### src/svtm_pkg.sv
package svtm_pkg;

  ////////////////////////////////////////////////////////////////////////////
  // Terminal counts and field widths
  localparam int unsigned IN_CNT = 8;
  localparam int unsigned OUT_CNT = 5;
  localparam int unsigned IN_CODE_W = 6;
  localparam int unsigned OUT_CODE_W = 5;
  localparam int unsigned FIELD_W = 8;
  localparam int unsigned ALM_TERM = 4;
  localparam int unsigned RESTART_BIT = 0;

  ////////////////////////////////////////////////////////////////////////////
  // Register byte offsets
  localparam logic [7:0] A_IN_SEL_LO = 8'h00;
  localparam logic [7:0] A_IN_SEL_HI = 8'h04;
  localparam logic [7:0] A_IN_POL = 8'h08;
  localparam logic [7:0] A_OUT_SEL = 8'h0C;
  localparam logic [7:0] A_ALM_SEL = 8'h10;
  localparam logic [7:0] A_RESTART = 8'h14;
  localparam logic [7:0] A_ROT_THR = 8'h18;
  localparam logic [7:0] A_IN_STAT = 8'h1C;
  localparam logic [7:0] A_OUT_STAT = 8'h20;
  localparam logic [7:0] A_ACT_STAT = 8'h24;

  ////////////////////////////////////////////////////////////////////////////
  // Values after reset
  localparam logic [31:0] RST_IN_SEL_LO = 32'h0D0C_0A01;
  localparam logic [31:0] RST_IN_SEL_HI = 32'h1B1A_160E;
  localparam logic [7:0] RST_IN_POL = 8'h00;
  localparam logic [31:0] RST_OUT_SEL = 32'h0302_0100;
  localparam logic [4:0] RST_ALM_SEL = 5'h06;
  localparam logic [15:0] RST_ROT_THR = 16'h0014;

  ////////////////////////////////////////////////////////////////////////////
  // Input function codes
  localparam logic [5:0] FI_FAULT_CLR = 6'h01;
  localparam logic [5:0] FI_GAIN = 6'h08;
  localparam logic [5:0] FI_DEV_ZERO = 6'h0A;
  localparam logic [5:0] FI_PULSE_BLK = 6'h0B;
  localparam logic [5:0] FI_EHALT = 6'h0C;
  localparam logic [5:0] FI_REV_BLK = 6'h0D;
  localparam logic [5:0] FI_FWD_BLK = 6'h0E;
  localparam logic [5:0] FI_ORIGIN = 6'h16;
  localparam logic [5:0] FI_JOG_FWD = 6'h1A;
  localparam logic [5:0] FI_JOG_REV = 6'h1B;
  localparam logic [5:0] FI_OVERTEMP = 6'h1C;
  localparam logic [5:0] FI_PROBE1 = 6'h22;
  localparam logic [5:0] FI_PROBE2 = 6'h23;

  ////////////////////////////////////////////////////////////////////////////
  // Output function codes
  localparam logic [4:0] FO_READY = 5'h00;
  localparam logic [4:0] FO_ENERGISED = 5'h01;
  localparam logic [4:0] FO_ROT_DET = 5'h02;
  localparam logic [4:0] FO_SPD_REACHED = 5'h03;
  localparam logic [4:0] FO_POS_DONE = 5'h04;
  localparam logic [4:0] FO_TRQ_LIM = 5'h05;
  localparam logic [4:0] FO_FAULT = 5'h06;
  localparam logic [4:0] FO_BRAKE = 5'h07;
  localparam logic [4:0] FO_OL_WARN = 5'h08;
  localparam logic [4:0] FO_SPD_LIM = 5'h09;
  localparam logic [4:0] FO_DEV_WARN = 5'h0B;
  localparam logic [4:0] FO_HOME_DONE = 5'h0C;
  localparam logic [4:0] FO_DYN_BRAKE = 5'h10;

  ////////////////////////////////////////////////////////////////////////////
  // Carriers
  typedef struct packed {
    logic ready;
    logic energised;
    logic signed [15:0] speed;
    logic speed_reached;
    logic position_done;
    logic torque_limited;
    logic fault;
    logic brake;
    logic overload_warn;
    logic speed_limited;
    logic deviation_warn;
    logic home_done;
    logic dyn_brake;
    logic pos_mode;
  } svtm_stat_t;

  typedef struct packed {
    logic fault_clear;
    logic gain_alt;
    logic deviation_zero;
    logic pulse_block;
    logic emergency_halt;
    logic reverse_block;
    logic forward_block;
    logic homing_origin;
    logic jog_forward;
    logic jog_reverse;
    logic motor_overtemp;
    logic probe1;
    logic probe2;
  } svtm_act_t;

endpackage

### src/svtm_top.sv
`timescale 1ns/1ps
// Behaviour
// - Eight input terminals, each with function select
// - Per input normally-open or normally-closed sense
// - Assignments take effect only at restart
// - Code 1 edge clears faults and alarms
// - Code 8 level selects alternate gain
// - Code 10 edge zeroes deviation, position mode
// - Code 11 level blocks pulse commands, position
// - Codes 12-14 halt, block reverse, forward
// - Code 22 edge is homing origin
// - Codes 26-28 jog forward, reverse, overheat
// - Four outputs plus alarm output, each selectable
// - Output code 0 ready with faults cleared
// - Output code 1 while motor energised
// - Output code 2 when speed above threshold
// - Output code 3 when speed reached
// - Codes 4,5 position done, torque limited
// - Output code 6 on detected fault
// - Codes 7,8 brake actuation, overload warning
// - Codes 9,11 speed limited, deviation excessive
// - Output code 12 homing completed
// - Output code 16 dynamic braking active
module svtm_top
  import svtm_pkg::*;
#(
  parameter int unsigned N_IN = IN_CNT,
  parameter int unsigned N_OUT = OUT_CNT
) (
  input wire logic hclk,
  input wire logic hresetn,
  input wire logic hsel,
  input wire logic [31:0] haddr,
  input wire logic [1:0] htrans,
  input wire logic hwrite,
  input wire logic [2:0] hsize,
  input wire logic [31:0] hwdata,
  input wire logic hready,
  output logic [31:0] hrdata,
  output logic hreadyout,
  output logic hresp,
  input wire logic [N_IN-1:0] di_pins,
  input wire svtm_stat_t drive_stat,
  output svtm_act_t drive_act,
  output logic [N_OUT-1:0] do_pins
);

  ////////////////////////////////////////////////////////////////////////////
  // Elaboration checks
  if (N_IN < 1 || N_IN > IN_CNT) begin : g_bad_in
    $error("svtm_top: N_IN out of range");
  end
  if (N_OUT < 1 || N_OUT > OUT_CNT) begin : g_bad_out
    $error("svtm_top: N_OUT out of range");
  end

  ////////////////////////////////////////////////////////////////////////////
  // Declarations
  logic [IN_CNT-1:0][IN_CODE_W-1:0] sh_in_sel_q;
  logic [IN_CNT-1:0][IN_CODE_W-1:0] in_sel_q;
  logic [IN_CNT-1:0] sh_pol_q;
  logic [IN_CNT-1:0] pol_q;
  logic [OUT_CNT-1:0][OUT_CODE_W-1:0] sh_out_sel_q;
  logic [OUT_CNT-1:0][OUT_CODE_W-1:0] out_sel_q;
  logic [15:0] rot_thr_q;
  logic load_q;
  logic dp_wr_q;
  logic rd_pend_q;
  logic [7:0] dp_addr_q;
  logic [31:0] hrdata_q;
  logic hready_q;
  logic hresp_q;
  logic aphase;
  logic [IN_CNT-1:0] pins_ext;
  logic [IN_CNT-1:0] cor;
  logic [IN_CNT-1:0] prev_q;
  logic [IN_CNT-1:0] rise;
  logic [16:0] speed_abs;
  logic rot_det;
  svtm_act_t act_q;
  logic [OUT_CNT-1:0] do_q;

  assign hrdata = hrdata_q;
  assign hreadyout = hready_q;
  assign hresp = hresp_q;
  assign drive_act = act_q;
  assign do_pins = do_q[N_OUT-1:0];

  ////////////////////////////////////////////////////////////////////////////
  // Helpers
  function automatic logic hit(input logic [IN_CNT-1:0] v,
                               input logic [IN_CNT-1:0][IN_CODE_W-1:0] s,
                               input logic [IN_CODE_W-1:0] code);
    logic r;
    r = 1'b0;
    for (int i = 0; i < IN_CNT; i++) begin
      r = r | (v[i] & (s[i] == code));
    end
    return r;
  endfunction

  function automatic logic status_of(input logic [OUT_CODE_W-1:0] code,
                                     input svtm_stat_t st,
                                     input logic rot);
    logic r;
    r = 1'b0;
    case (code)
      FO_READY: r = st.ready & ~st.fault;
      FO_ENERGISED: r = st.energised;
      FO_ROT_DET: r = rot;
      FO_SPD_REACHED: r = st.speed_reached;
      FO_POS_DONE: r = st.position_done;
      FO_TRQ_LIM: r = st.torque_limited;
      FO_FAULT: r = st.fault;
      FO_BRAKE: r = st.brake;
      FO_OL_WARN: r = st.overload_warn;
      FO_SPD_LIM: r = st.speed_limited;
      FO_DEV_WARN: r = st.deviation_warn;
      FO_HOME_DONE: r = st.home_done;
      FO_DYN_BRAKE: r = st.dyn_brake;
      default: r = 1'b0;
    endcase
    return r;
  endfunction

  ////////////////////////////////////////////////////////////////////////////
  // AHB-Lite slave handshake
  assign aphase = hsel & hready & htrans[1];

  always_ff @(posedge hclk or negedge hresetn) begin
    if (!hresetn) begin
      dp_wr_q <= 1'b0;
      rd_pend_q <= 1'b0;
      dp_addr_q <= 8'h00;
      hready_q <= 1'b1;
      hresp_q <= 1'b0;
    end else begin
      dp_wr_q <= aphase & hwrite;
      rd_pend_q <= aphase & ~hwrite;
      hready_q <= ~(aphase & ~hwrite);
      hresp_q <= 1'b0;
      if (aphase) begin
        dp_addr_q <= haddr[7:0];
      end
    end
  end

  always_ff @(posedge hclk or negedge hresetn) begin
    if (!hresetn) begin
      hrdata_q <= 32'h0000_0000;
    end else if (rd_pend_q) begin
      hrdata_q <= 32'h0000_0000;
      unique case (dp_addr_q)
        A_IN_SEL_LO: begin
          for (int i = 0; i < 4; i++) begin
            hrdata_q[i*FIELD_W +: IN_CODE_W] <= sh_in_sel_q[i];
          end
        end
        A_IN_SEL_HI: begin
          for (int i = 0; i < 4; i++) begin
            hrdata_q[i*FIELD_W +: IN_CODE_W] <= sh_in_sel_q[i+4];
          end
        end
        A_IN_POL: hrdata_q[IN_CNT-1:0] <= sh_pol_q;
        A_OUT_SEL: begin
          for (int i = 0; i < 4; i++) begin
            hrdata_q[i*FIELD_W +: OUT_CODE_W] <= sh_out_sel_q[i];
          end
        end
        A_ALM_SEL: hrdata_q[OUT_CODE_W-1:0] <= sh_out_sel_q[ALM_TERM];
        A_ROT_THR: hrdata_q[15:0] <= rot_thr_q;
        A_IN_STAT: hrdata_q[15:0] <= {cor, pins_ext};
        A_OUT_STAT: hrdata_q[OUT_CNT-1:0] <= do_q;
        A_ACT_STAT: hrdata_q[$bits(svtm_act_t)-1:0] <= act_q;
        default: hrdata_q <= 32'h0000_0000;
      endcase
    end
  end

  ////////////////////////////////////////////////////////////////////////////
  // Shadow settings written by software
  always_ff @(posedge hclk or negedge hresetn) begin
    if (!hresetn) begin
      for (int i = 0; i < 4; i++) begin
        sh_in_sel_q[i] <= RST_IN_SEL_LO[i*FIELD_W +: IN_CODE_W];
        sh_in_sel_q[i+4] <= RST_IN_SEL_HI[i*FIELD_W +: IN_CODE_W];
        sh_out_sel_q[i] <= RST_OUT_SEL[i*FIELD_W +: OUT_CODE_W];
      end
      sh_out_sel_q[ALM_TERM] <= RST_ALM_SEL;
      sh_pol_q <= RST_IN_POL;
      rot_thr_q <= RST_ROT_THR;
    end else if (dp_wr_q) begin
      unique case (dp_addr_q)
        A_IN_SEL_LO: begin
          for (int i = 0; i < 4; i++) begin
            sh_in_sel_q[i] <= hwdata[i*FIELD_W +: IN_CODE_W];
          end
        end
        A_IN_SEL_HI: begin
          for (int i = 0; i < 4; i++) begin
            sh_in_sel_q[i+4] <= hwdata[i*FIELD_W +: IN_CODE_W];
          end
        end
        A_IN_POL: sh_pol_q <= hwdata[IN_CNT-1:0];
        A_OUT_SEL: begin
          for (int i = 0; i < 4; i++) begin
            sh_out_sel_q[i] <= hwdata[i*FIELD_W +: OUT_CODE_W];
          end
        end
        A_ALM_SEL: sh_out_sel_q[ALM_TERM] <= hwdata[OUT_CODE_W-1:0];
        A_ROT_THR: rot_thr_q <= hwdata[15:0];
        default: ;
      endcase
    end
  end

  ////////////////////////////////////////////////////////////////////////////
  // Startup latch of terminal assignments
  always_ff @(posedge hclk or negedge hresetn) begin
    if (!hresetn) begin
      load_q <= 1'b1;
    end else begin
      load_q <= dp_wr_q & (dp_addr_q == A_RESTART) &
                hwdata[RESTART_BIT];
    end
  end

  always_ff @(posedge hclk or negedge hresetn) begin
    if (!hresetn) begin
      for (int i = 0; i < 4; i++) begin
        in_sel_q[i] <= RST_IN_SEL_LO[i*FIELD_W +: IN_CODE_W];
        in_sel_q[i+4] <= RST_IN_SEL_HI[i*FIELD_W +: IN_CODE_W];
        out_sel_q[i] <= RST_OUT_SEL[i*FIELD_W +: OUT_CODE_W];
      end
      out_sel_q[ALM_TERM] <= RST_ALM_SEL;
      pol_q <= RST_IN_POL;
    end else if (load_q) begin
      in_sel_q <= sh_in_sel_q;
      out_sel_q <= sh_out_sel_q;
      pol_q <= sh_pol_q;
    end
  end

  ////////////////////////////////////////////////////////////////////////////
  // Input terminals
  always_comb begin
    pins_ext = '0;
    pins_ext[N_IN-1:0] = di_pins;
  end

  assign cor = pins_ext ^ pol_q;
  assign rise = cor & ~prev_q & {IN_CNT{~load_q}};

  always_ff @(posedge hclk or negedge hresetn) begin
    if (!hresetn) begin
      prev_q <= '0;
    end else begin
      prev_q <= cor;
    end
  end

  always_ff @(posedge hclk or negedge hresetn) begin
    if (!hresetn) begin
      act_q <= '0;
    end else begin
      act_q.fault_clear <= hit(rise, in_sel_q, FI_FAULT_CLR);
      act_q.gain_alt <= hit(cor, in_sel_q, FI_GAIN);
      act_q.deviation_zero <= drive_stat.pos_mode &
                              hit(rise, in_sel_q, FI_DEV_ZERO);
      act_q.pulse_block <= drive_stat.pos_mode &
                           hit(cor, in_sel_q, FI_PULSE_BLK);
      act_q.emergency_halt <= hit(cor, in_sel_q, FI_EHALT);
      act_q.reverse_block <= hit(cor, in_sel_q, FI_REV_BLK);
      act_q.forward_block <= hit(cor, in_sel_q, FI_FWD_BLK);
      act_q.homing_origin <= hit(rise, in_sel_q, FI_ORIGIN);
      act_q.jog_forward <= hit(cor, in_sel_q, FI_JOG_FWD);
      act_q.jog_reverse <= hit(cor, in_sel_q, FI_JOG_REV);
      act_q.motor_overtemp <= hit(cor, in_sel_q, FI_OVERTEMP);
      act_q.probe1 <= hit(cor, in_sel_q, FI_PROBE1);
      act_q.probe2 <= hit(cor, in_sel_q, FI_PROBE2);
    end
  end

  ////////////////////////////////////////////////////////////////////////////
  // Output terminals
  assign speed_abs = drive_stat.speed[15] ?
                     17'(-$signed({drive_stat.speed[15], drive_stat.speed})) :
                     {1'b0, drive_stat.speed};
  assign rot_det = speed_abs > {1'b0, rot_thr_q};

  always_ff @(posedge hclk or negedge hresetn) begin
    if (!hresetn) begin
      do_q <= '0;
    end else begin
      for (int j = 0; j < OUT_CNT; j++) begin
        do_q[j] <= status_of(out_sel_q[j], drive_stat, rot_det);
      end
    end
  end
endmodule

### config.mk
export PLATFORM = sky130hd
export DESIGN_NAME = svtm_top
export DESIGN_NICKNAME = d
export VERILOG_FILES = /design/src/svtm_pkg.sv /design/src/svtm_top.sv
export SDC_FILE = /design/constraint.sdc
export NUM_CORES = 1
export LEC_CHECK = 0
export BUFFER_PORTS_ARGS = -buffer_cell sky130_fd_sc_hd__buf_2
export CORE_MARGIN = 2
export CORE_UTILIZATION = 53
export DETAILED_ROUTE_END_ITERATION = 16
export GPL_ROUTABILITY_DRIVEN = 0
export PLACE_DENSITY = 0.78
export SYNTH_ARGS = -nofsm -noshare
export SYNTH_HDL_FRONTEND = slang
export SYNTH_SLANG_ARGS = --single-unit
### constraint.sdc
create_clock -name hclk -period 2.2 [get_ports hclk]
set_clock_uncertainty 0.2 [all_clocks]
set_input_delay 0 -clock hclk [delete_from_list [all_inputs] [get_ports hclk]]
set_output_delay 0 -clock hclk [all_outputs]
set_load 0.1 [all_outputs]
==> results of run 1 <==
==> cells by family after synthesis <==
| group | after synthesis | share of synthesized area, % |
|---|---|---|
| other | 1 | 0.0300 |
| muxes | 212 | 19.2 |
| and+or+nand+nor | 341 | 14.7 |
| adders and majority gates | 17 | 1.70 |
| DFF | 244 | 49.4 |
| buffers and inverters | 100 | 3.24 |
| AOI/OAI and AO/OA | 186 | 10.3 |
| xor gates and xnor gates | 21 | 1.47 |
==> flip-flops by register name, indices dropped and copies added (netlist names) <==
register      flops
dp_addr_q         8
drive_act        13
sh_pol_q          8
rot_thr_q        16
out_sel_q        25
load_q            1
rd_pend_q         1
do_pins           5
dp_wr_q           1
sh_in_sel_q      48
sh_out_sel_q     25
hreadyout         1
in_sel_q         48
prev_q            8
pol_q             8
hrdata           28
==> worst min-delay path, stage by stage <==
cell and delay, ns:
dlygate4sd3_1 0.51, buf_2 0.10, mux2_2 0.13
==> area by class of cell <==
cell class,count,area (µm²),area share [%]
inverter,45,169,1.01
clock buffer,38,724,4.34
clock inverter,8,48.8,0.293
multi-input combinational,783,6490,39.0
sequential,244,6180,37.1
tap,319,399,2.39
timing repair buffer,332,2650,15.9
==> routing by layer <==
layer	up-vias	wire length, µm
met3	251	4090
li1	4788	-
met2	796	20600
met1	5601	16500
met4	0	2870
met5	-	0
==> cells in the final DEF, fill, tap and decap left out, drive strengths merged, types with 18 or more instances in the layout <==
cell type,synthesis,routed
a21oi,29,29
a22oi,18,18
buf,13,255
clkbuf,42,43
dfrtp,186,186
dfstp,58,58
dlygate4sd3,0,72
inv,45,46
mux2,189,189
mux2i,22,22
nand2,81,82
nand3,26,26
nor2,69,69
nor3,34,34
nor4,21,21
o21ai,26,26
o22ai,27,27
xnor2,18,18
==> path summary, 6_finish.rpt <==
kind	slack, ns	to	from	cells past startpoint
max in group asynchronous	0.61	sh_in_sel_q[20]	hresetn	4
worst min register to register	0.31	hrdata[29]	hrdata[29]	2
worst min-delay path	0.03	dp_addr_q[1]	haddr[1]	3
worst max-delay path	-0.73	do_pins[4]	drive_stat[16]	15
worst max register to register	-0.37	do_pins[1]	rot_thr_q[4]	9
min in group asynchronous	0.37	do_pins[2]	hresetn	3
==> power breakdown <==
group / leakage (µW) / switching, µW / internal, µW
combinational: 0.00392 / 1450 / 779
sequential: 0.00296 / 266 / 4800
clock: 0.000378 / 1810 / 2270
total: 0.00727 / 3520 / 7850
==> what timing repair did <==
action,CTS,global route
endpoints found under the hold margin,358,0
buffers inserted,14,17
cloned,2,7
gates resized for setup,48,65
setup endpoints to repair,87,117
pin swaps,29,43
hold buffers,72,0
==> metrics by stage <==
stage,setup TNS [ns],hold slack (ns)
6_report,-12.85,0.0324
5_1_grt,-15.42,0.0443
4_1_cts,-6.72,0.0381
3_5_place_dp,-9.01,-0.195
3_3_place_gp,-6.09,-0.200
2_1_floorplan,-3.99,-0.496
==> Yosys cell counts (12+ instances only) <==
library cell and count:
a21oi_1 29, a222oi_1 13, a22oi_1 18, a31oi_1 16, clkbuf_1 42, dfrtp_1 186
dfstp_2 58, ha_1 17, inv_1 45, mux2_2 179, mux2i_1 22, nand2_1 80
nand2b_1 16, nand3_1 26, nand3b_1 12, nor2_1 67, nor3_1 34, nor3b_1 12
nor4_1 20, nor4b_1 12, o21ai_0 26, o22ai_1 27, xnor2_1 18
==> flow_summary.json, run 1 <==
{
  "rows": 56,
  "die_y_um": 158,
  "viasPerCell": 6.46,
  "worst_setup_path_start_kind": "input port",
  "status": "finished, violations left",
  "diodes": 0,
  "core_area_um2": 23300,
  "final_core_util_pct": 71.5,
  "hold_class": "input port to flop",
  "violations": "negative setup slack",
  "clock_path_buffers": 3,
  "met1_usage_pct": 41.3,
  "path_delay_family": "simple AND/OR/NAND/NOR gates",
  "powerDensity_nw_per_um2": 682,
  "wl_per_cell_um": 24.9,
  "clk_pin_slew_ns": 0.07,
  "syn_area_um2": 12500,
  "hold_viol_final": 0,
  "min_period_ns": 2.93,
  "drive_above_1_share_pct": 43.5,
  "placed_cells": 1617,
  "slew_headroom_pct": 40.8,
  "worstSetupPathType": "input port to flop",
  "clock-sinks": 244,
  "netlist.area_leader.share_pct": 37.2,
  "async_flop_share_pct": 100,
  "synth_edf_count": 0,
  "drcViolationCount": 0,
  "setup-violations-final": 81,
  "path_buf_inv": 3,
  "crit_path_max_fanout": 5,
  "min_period_over_period_pct": 133,
  "max_freq_mhz": 342,
  "dpl-instance-area_um2": 14300,
  "grt_pass1_wl_um": 61700,
  "fin_ws_ns": -0.726,
  "ys.warnings.count": 0,
  "htree_levels": 1,
  "leakagePower_uw": 0.00727,
  "drt_pre_antenna_iters": 8,
  "tritoncts": "built",
  "grt_overflow": 0,
  "antenna_found_initial": 0,
  "ys_types": 73,
  "cp_cell_sequence": "buf_8 > nor4_4 > inv_2 > nor3_4 > nand3_4 > o31ai_4 > xnor2_2 > ha_1 > nand3_2 > nor4_4 > nor3b_4 > a31oi_4 > buf_12 > a211oi_2 > o32ai_2",
  "cts_buffers": 25,
  "final_area_um2": 16700,
  "grt_pass1_vias": 11000,
  "die_x_um": 158,
  "dpl_worst_slack_ns": -1.22,
  "use_met3_pct": 5.12,
  "netlist_instances": 1122,
  "max_stage_delay_ns": 0.40,
  "clk_latency_ns": 0.54,
  "arrival_ns": 3.13,
  "cp-end-kind": "flop",
  "vdd_ir_drop_max_uv": 630,
  "max_cap_violations": 0,
  "die-area_um2": 24900,
  "maxSlewViolCount": 0,
  "worst_slew_pin_slew_ns": 0.887,
  "rsz0062_at_grt": "true",
  "yosysTopAreaCell": "dfrtp_1",
  "synth_area_leaders": "dfrtp_1, mux2_2, dfstp_2",
  "synthFlopType": "dfrtp_1",
  "root_buffer": "clkbuf_16",
  "io_buffers": 125,
  "critPathSlowestCell": "o31ai_4",
  "wl_um": 44000,
  "instances_no_fill": 1769,
  "cp_common_cell": "nor4_4",
  "antenna_left": 0,
  "hpwl_um": 27200,
  "critPathRequiredTime_ns": 2.41,
  "grt_util_met2_pct": 53.3,
  "syn_area_per_cell_um2": 11.2,
  "gr-max-usage-layer": "met2",
  "grt_max_degree": 73,
  "yosysSeqAreaShare_pct": 49.4,
  "p_total_uw": 11400,
  "fin_nets": 1559,
  "synth_seq_cells": 244,
  "boundaryPins": 163,
  "syn_to_final_growth_pct": 33.2,
  "num_vias": 11400,
  "gr-usage-all-layers_pct": 32.1,
  "floorplan.initialDensity_pct": 53.6,
  "fill_cells": 1534,
  "dr.first_iter.drc_count": 1318
}
No activity file was read; power rests on OpenSTA's default activity.
==> run 2, diff against run 1 <==
- SETUP_SLACK_MARGIN: default -> 0.02
==> flow_summary.json, run 2 (synthesis results as in run 1) <==
{
  "fin_nets": 1559,
  "syn_to_final_growth_pct": 33.6,
  "path_buf_inv": 6,
  "hpwl_um": 27200,
  "p_comb_share_pct": 19.7,
  "drt_pre_antenna_iters": 8,
  "worst_slew_pin_slew_ns": 0.877,
  "clk_pin_slew_ns": 0.06,
  "powerDensity_nw_per_um2": 682,
  "maxSlewViolCount": 0,
  "worst_setup_path_start_kind": "input port",
  "max_freq_mhz": 354,
  "viasPerCell": 6.49,
  "p_sw_uw": 3540,
  "grt_max_degree": 73,
  "p_int_uw": 7860,
  "drcViolationCount": 0,
  "vdd_ir_drop_max_uv": 633,
  "final_common_cell": "dfrtp_1",
  "slew_headroom_pct": 41.5,
  "dr.first_iter.drc_count": 1334,
  "violations": "negative setup slack",
  "io_buffers": 125,
  "clock-sinks": 244,
  "floorplan.initialDensity_pct": 53.6,
  "die-area_um2": 24900,
  "boundaryPins": 163,
  "gr-usage-all-layers_pct": 32.4,
  "die_x_um": 158,
  "root_buffer": "clkbuf_16",
  "leakagePower_uw": 0.00730,
  "grt_pass1_wl_um": 62200,
  "fin_ws_ns": -0.627,
  "status": "finished, violations left",
  "max_cap_violations": 0,
  "placed_cells": 1617,
  "grt_overflow": 0,
  "die_y_um": 158,
  "clock_path_buffers": 3,
  "grt_pass1_vias": 11200,
  "antenna_found_initial": 0,
  "arrival_ns": 3.04,
  "critPathSlowestCell": "a221oi_2",
  "layout_common_cells": "dfrtp_1, mux2_2, buf_2, buf_4, nand2_1",
  "path_delay_family": "compound AO/OA/AOI/OAI gates",
  "cts_buffers": 25,
  "crit_path_max_fanout": 5,
  "instances_no_fill": 1769,
  "cp-end-kind": "flop",
  "htree_levels": 1,
  "hold_viol_final": 0,
  "tritoncts": "built",
  "min_period_over_period_pct": 129,
  "p_clk_share_pct": 35.8,
  "wl_per_cell_um": 25.0,
  "antenna_left": 0,
  "power_frac_seq_pct": 44.4,
  "rsz0062_at_grt": "true",
  "setup-violations-final": 88,
  "wl_um": 44200,
  "switching_share_pct": 31.1,
  "clk_latency_ns": 0.54,
  "cp_common_cell": "buf_4",
  "diodes": 0,
  "min_period_ns": 2.83,
  "critPathRequiredTime_ns": 2.42,
  "worstSetupPathType": "input port to flop",
  "cp_cell_sequence": "buf_8 > nor4_4 > inv_2 > nor3_4 > buf_6 > nand2_4 > o31ai_4 > xnor2_1 > ha_1 > nand4_1 > buf_4 > buf_4 > nor2_2 > a221oi_2 > a31oi_4 > buf_12 > a221oi_4 > o31ai_2",
  "rows": 56,
  "num_vias": 11500,
  "drive_above_1_share_pct": 43.9,
  "max_stage_delay_ns": 0.32,
  "tns_ns": -10.98,
  "hold_class": "input port to flop",
  "core_area_um2": 23300
}
## run 2: area by class of cell
type	instances	area [µm²]
Multi-Input combinational cell	783	6520
Inverter	45	169
Sequential cell	244	6180
Timing Repair Buffer	332	2680
Fill cell	1524	6610
Tap cell	319	399
Clock buffer	38	724
Clock inverter	8	48.8
## run 2: metrics by stage
stage / util, % / power [µW] / hold WS [ns] / setup slack [ns] / cell area, µm²
4_1_cts: 69.5 / 11200 / 0.0381 / -0.432 / 16200
3_3_place_gp: 61.1 / 6880 / -0.200 / -0.982 / 14300
3_5_place_dp: 61.1 / 6940 / -0.195 / -1.22 / 14300
2_1_floorplan: - / 6250 / -0.496 / -0.447 / 12600
5_1_grt: 71.7 / 11700 / 0.0680 / -0.789 / 16700
6_report: 71.7 / 11400 / 0.0420 / -0.627 / 16700
## run 2: layer usage
| layer | up-vias | share of wire, % | GRT usage (%) |
|---|---|---|---|
| li1 | 4782 | - | - |
| met1 | 5641 | 37 | 41.6 |
| met2 | 819 | 47 | 53.4 |
| met3 | 237 | 9.9 | 4.93 |
| met4 | 0 | 6.3 | 16.8 |
| met5 | - | 0 | 0 |
## run 2: power groups by stage
stage | Combinational (µW) | Sequential, µW | Clock, µW
2_1_floorplan | 689 | 5560 | 0
3_3_place_gp | 1800 | 5090 | 0
3_5_place_dp | 1840 | 5100 | 0
4_1_cts | 2050 | 5030 | 4090
5_1_grt | 2360 | 5090 | 4290
6_report | 2250 | 5070 | 4090
## run 2: worst paths after layout
check,start,end,slack (ns),depth (start not counted)
worst max-delay path,drive_stat[16],do_pins[2],-0.63,18
worst min-delay path,hwdata[14],rot_thr_q[14],0.04,3
worst max register to register,dp_addr_q[5],rot_thr_q[10],-0.27,6
worst min register to register,hrdata[29],hrdata[29],0.31,2
max in group asynchronous,hresetn,sh_in_sel_q[20],0.60,4
min in group asynchronous,hresetn,do_pins[2],0.35,3
## run 2: worst min-delay path, cell delays in order
cell	delay, ns
dlygate4sd3_1	0.52
buf_2	0.10
mux2_4	0.12
## run 2: repair_timing
action	4_1_cts	5_1_grt
hold buffers	72	0
gates cloned	3	5
hold endpoints to repair	359	0
setup endpoints to repair	100	125
gates resized for setup	55	68
buffers inserted	15	15
pin swaps	39	43
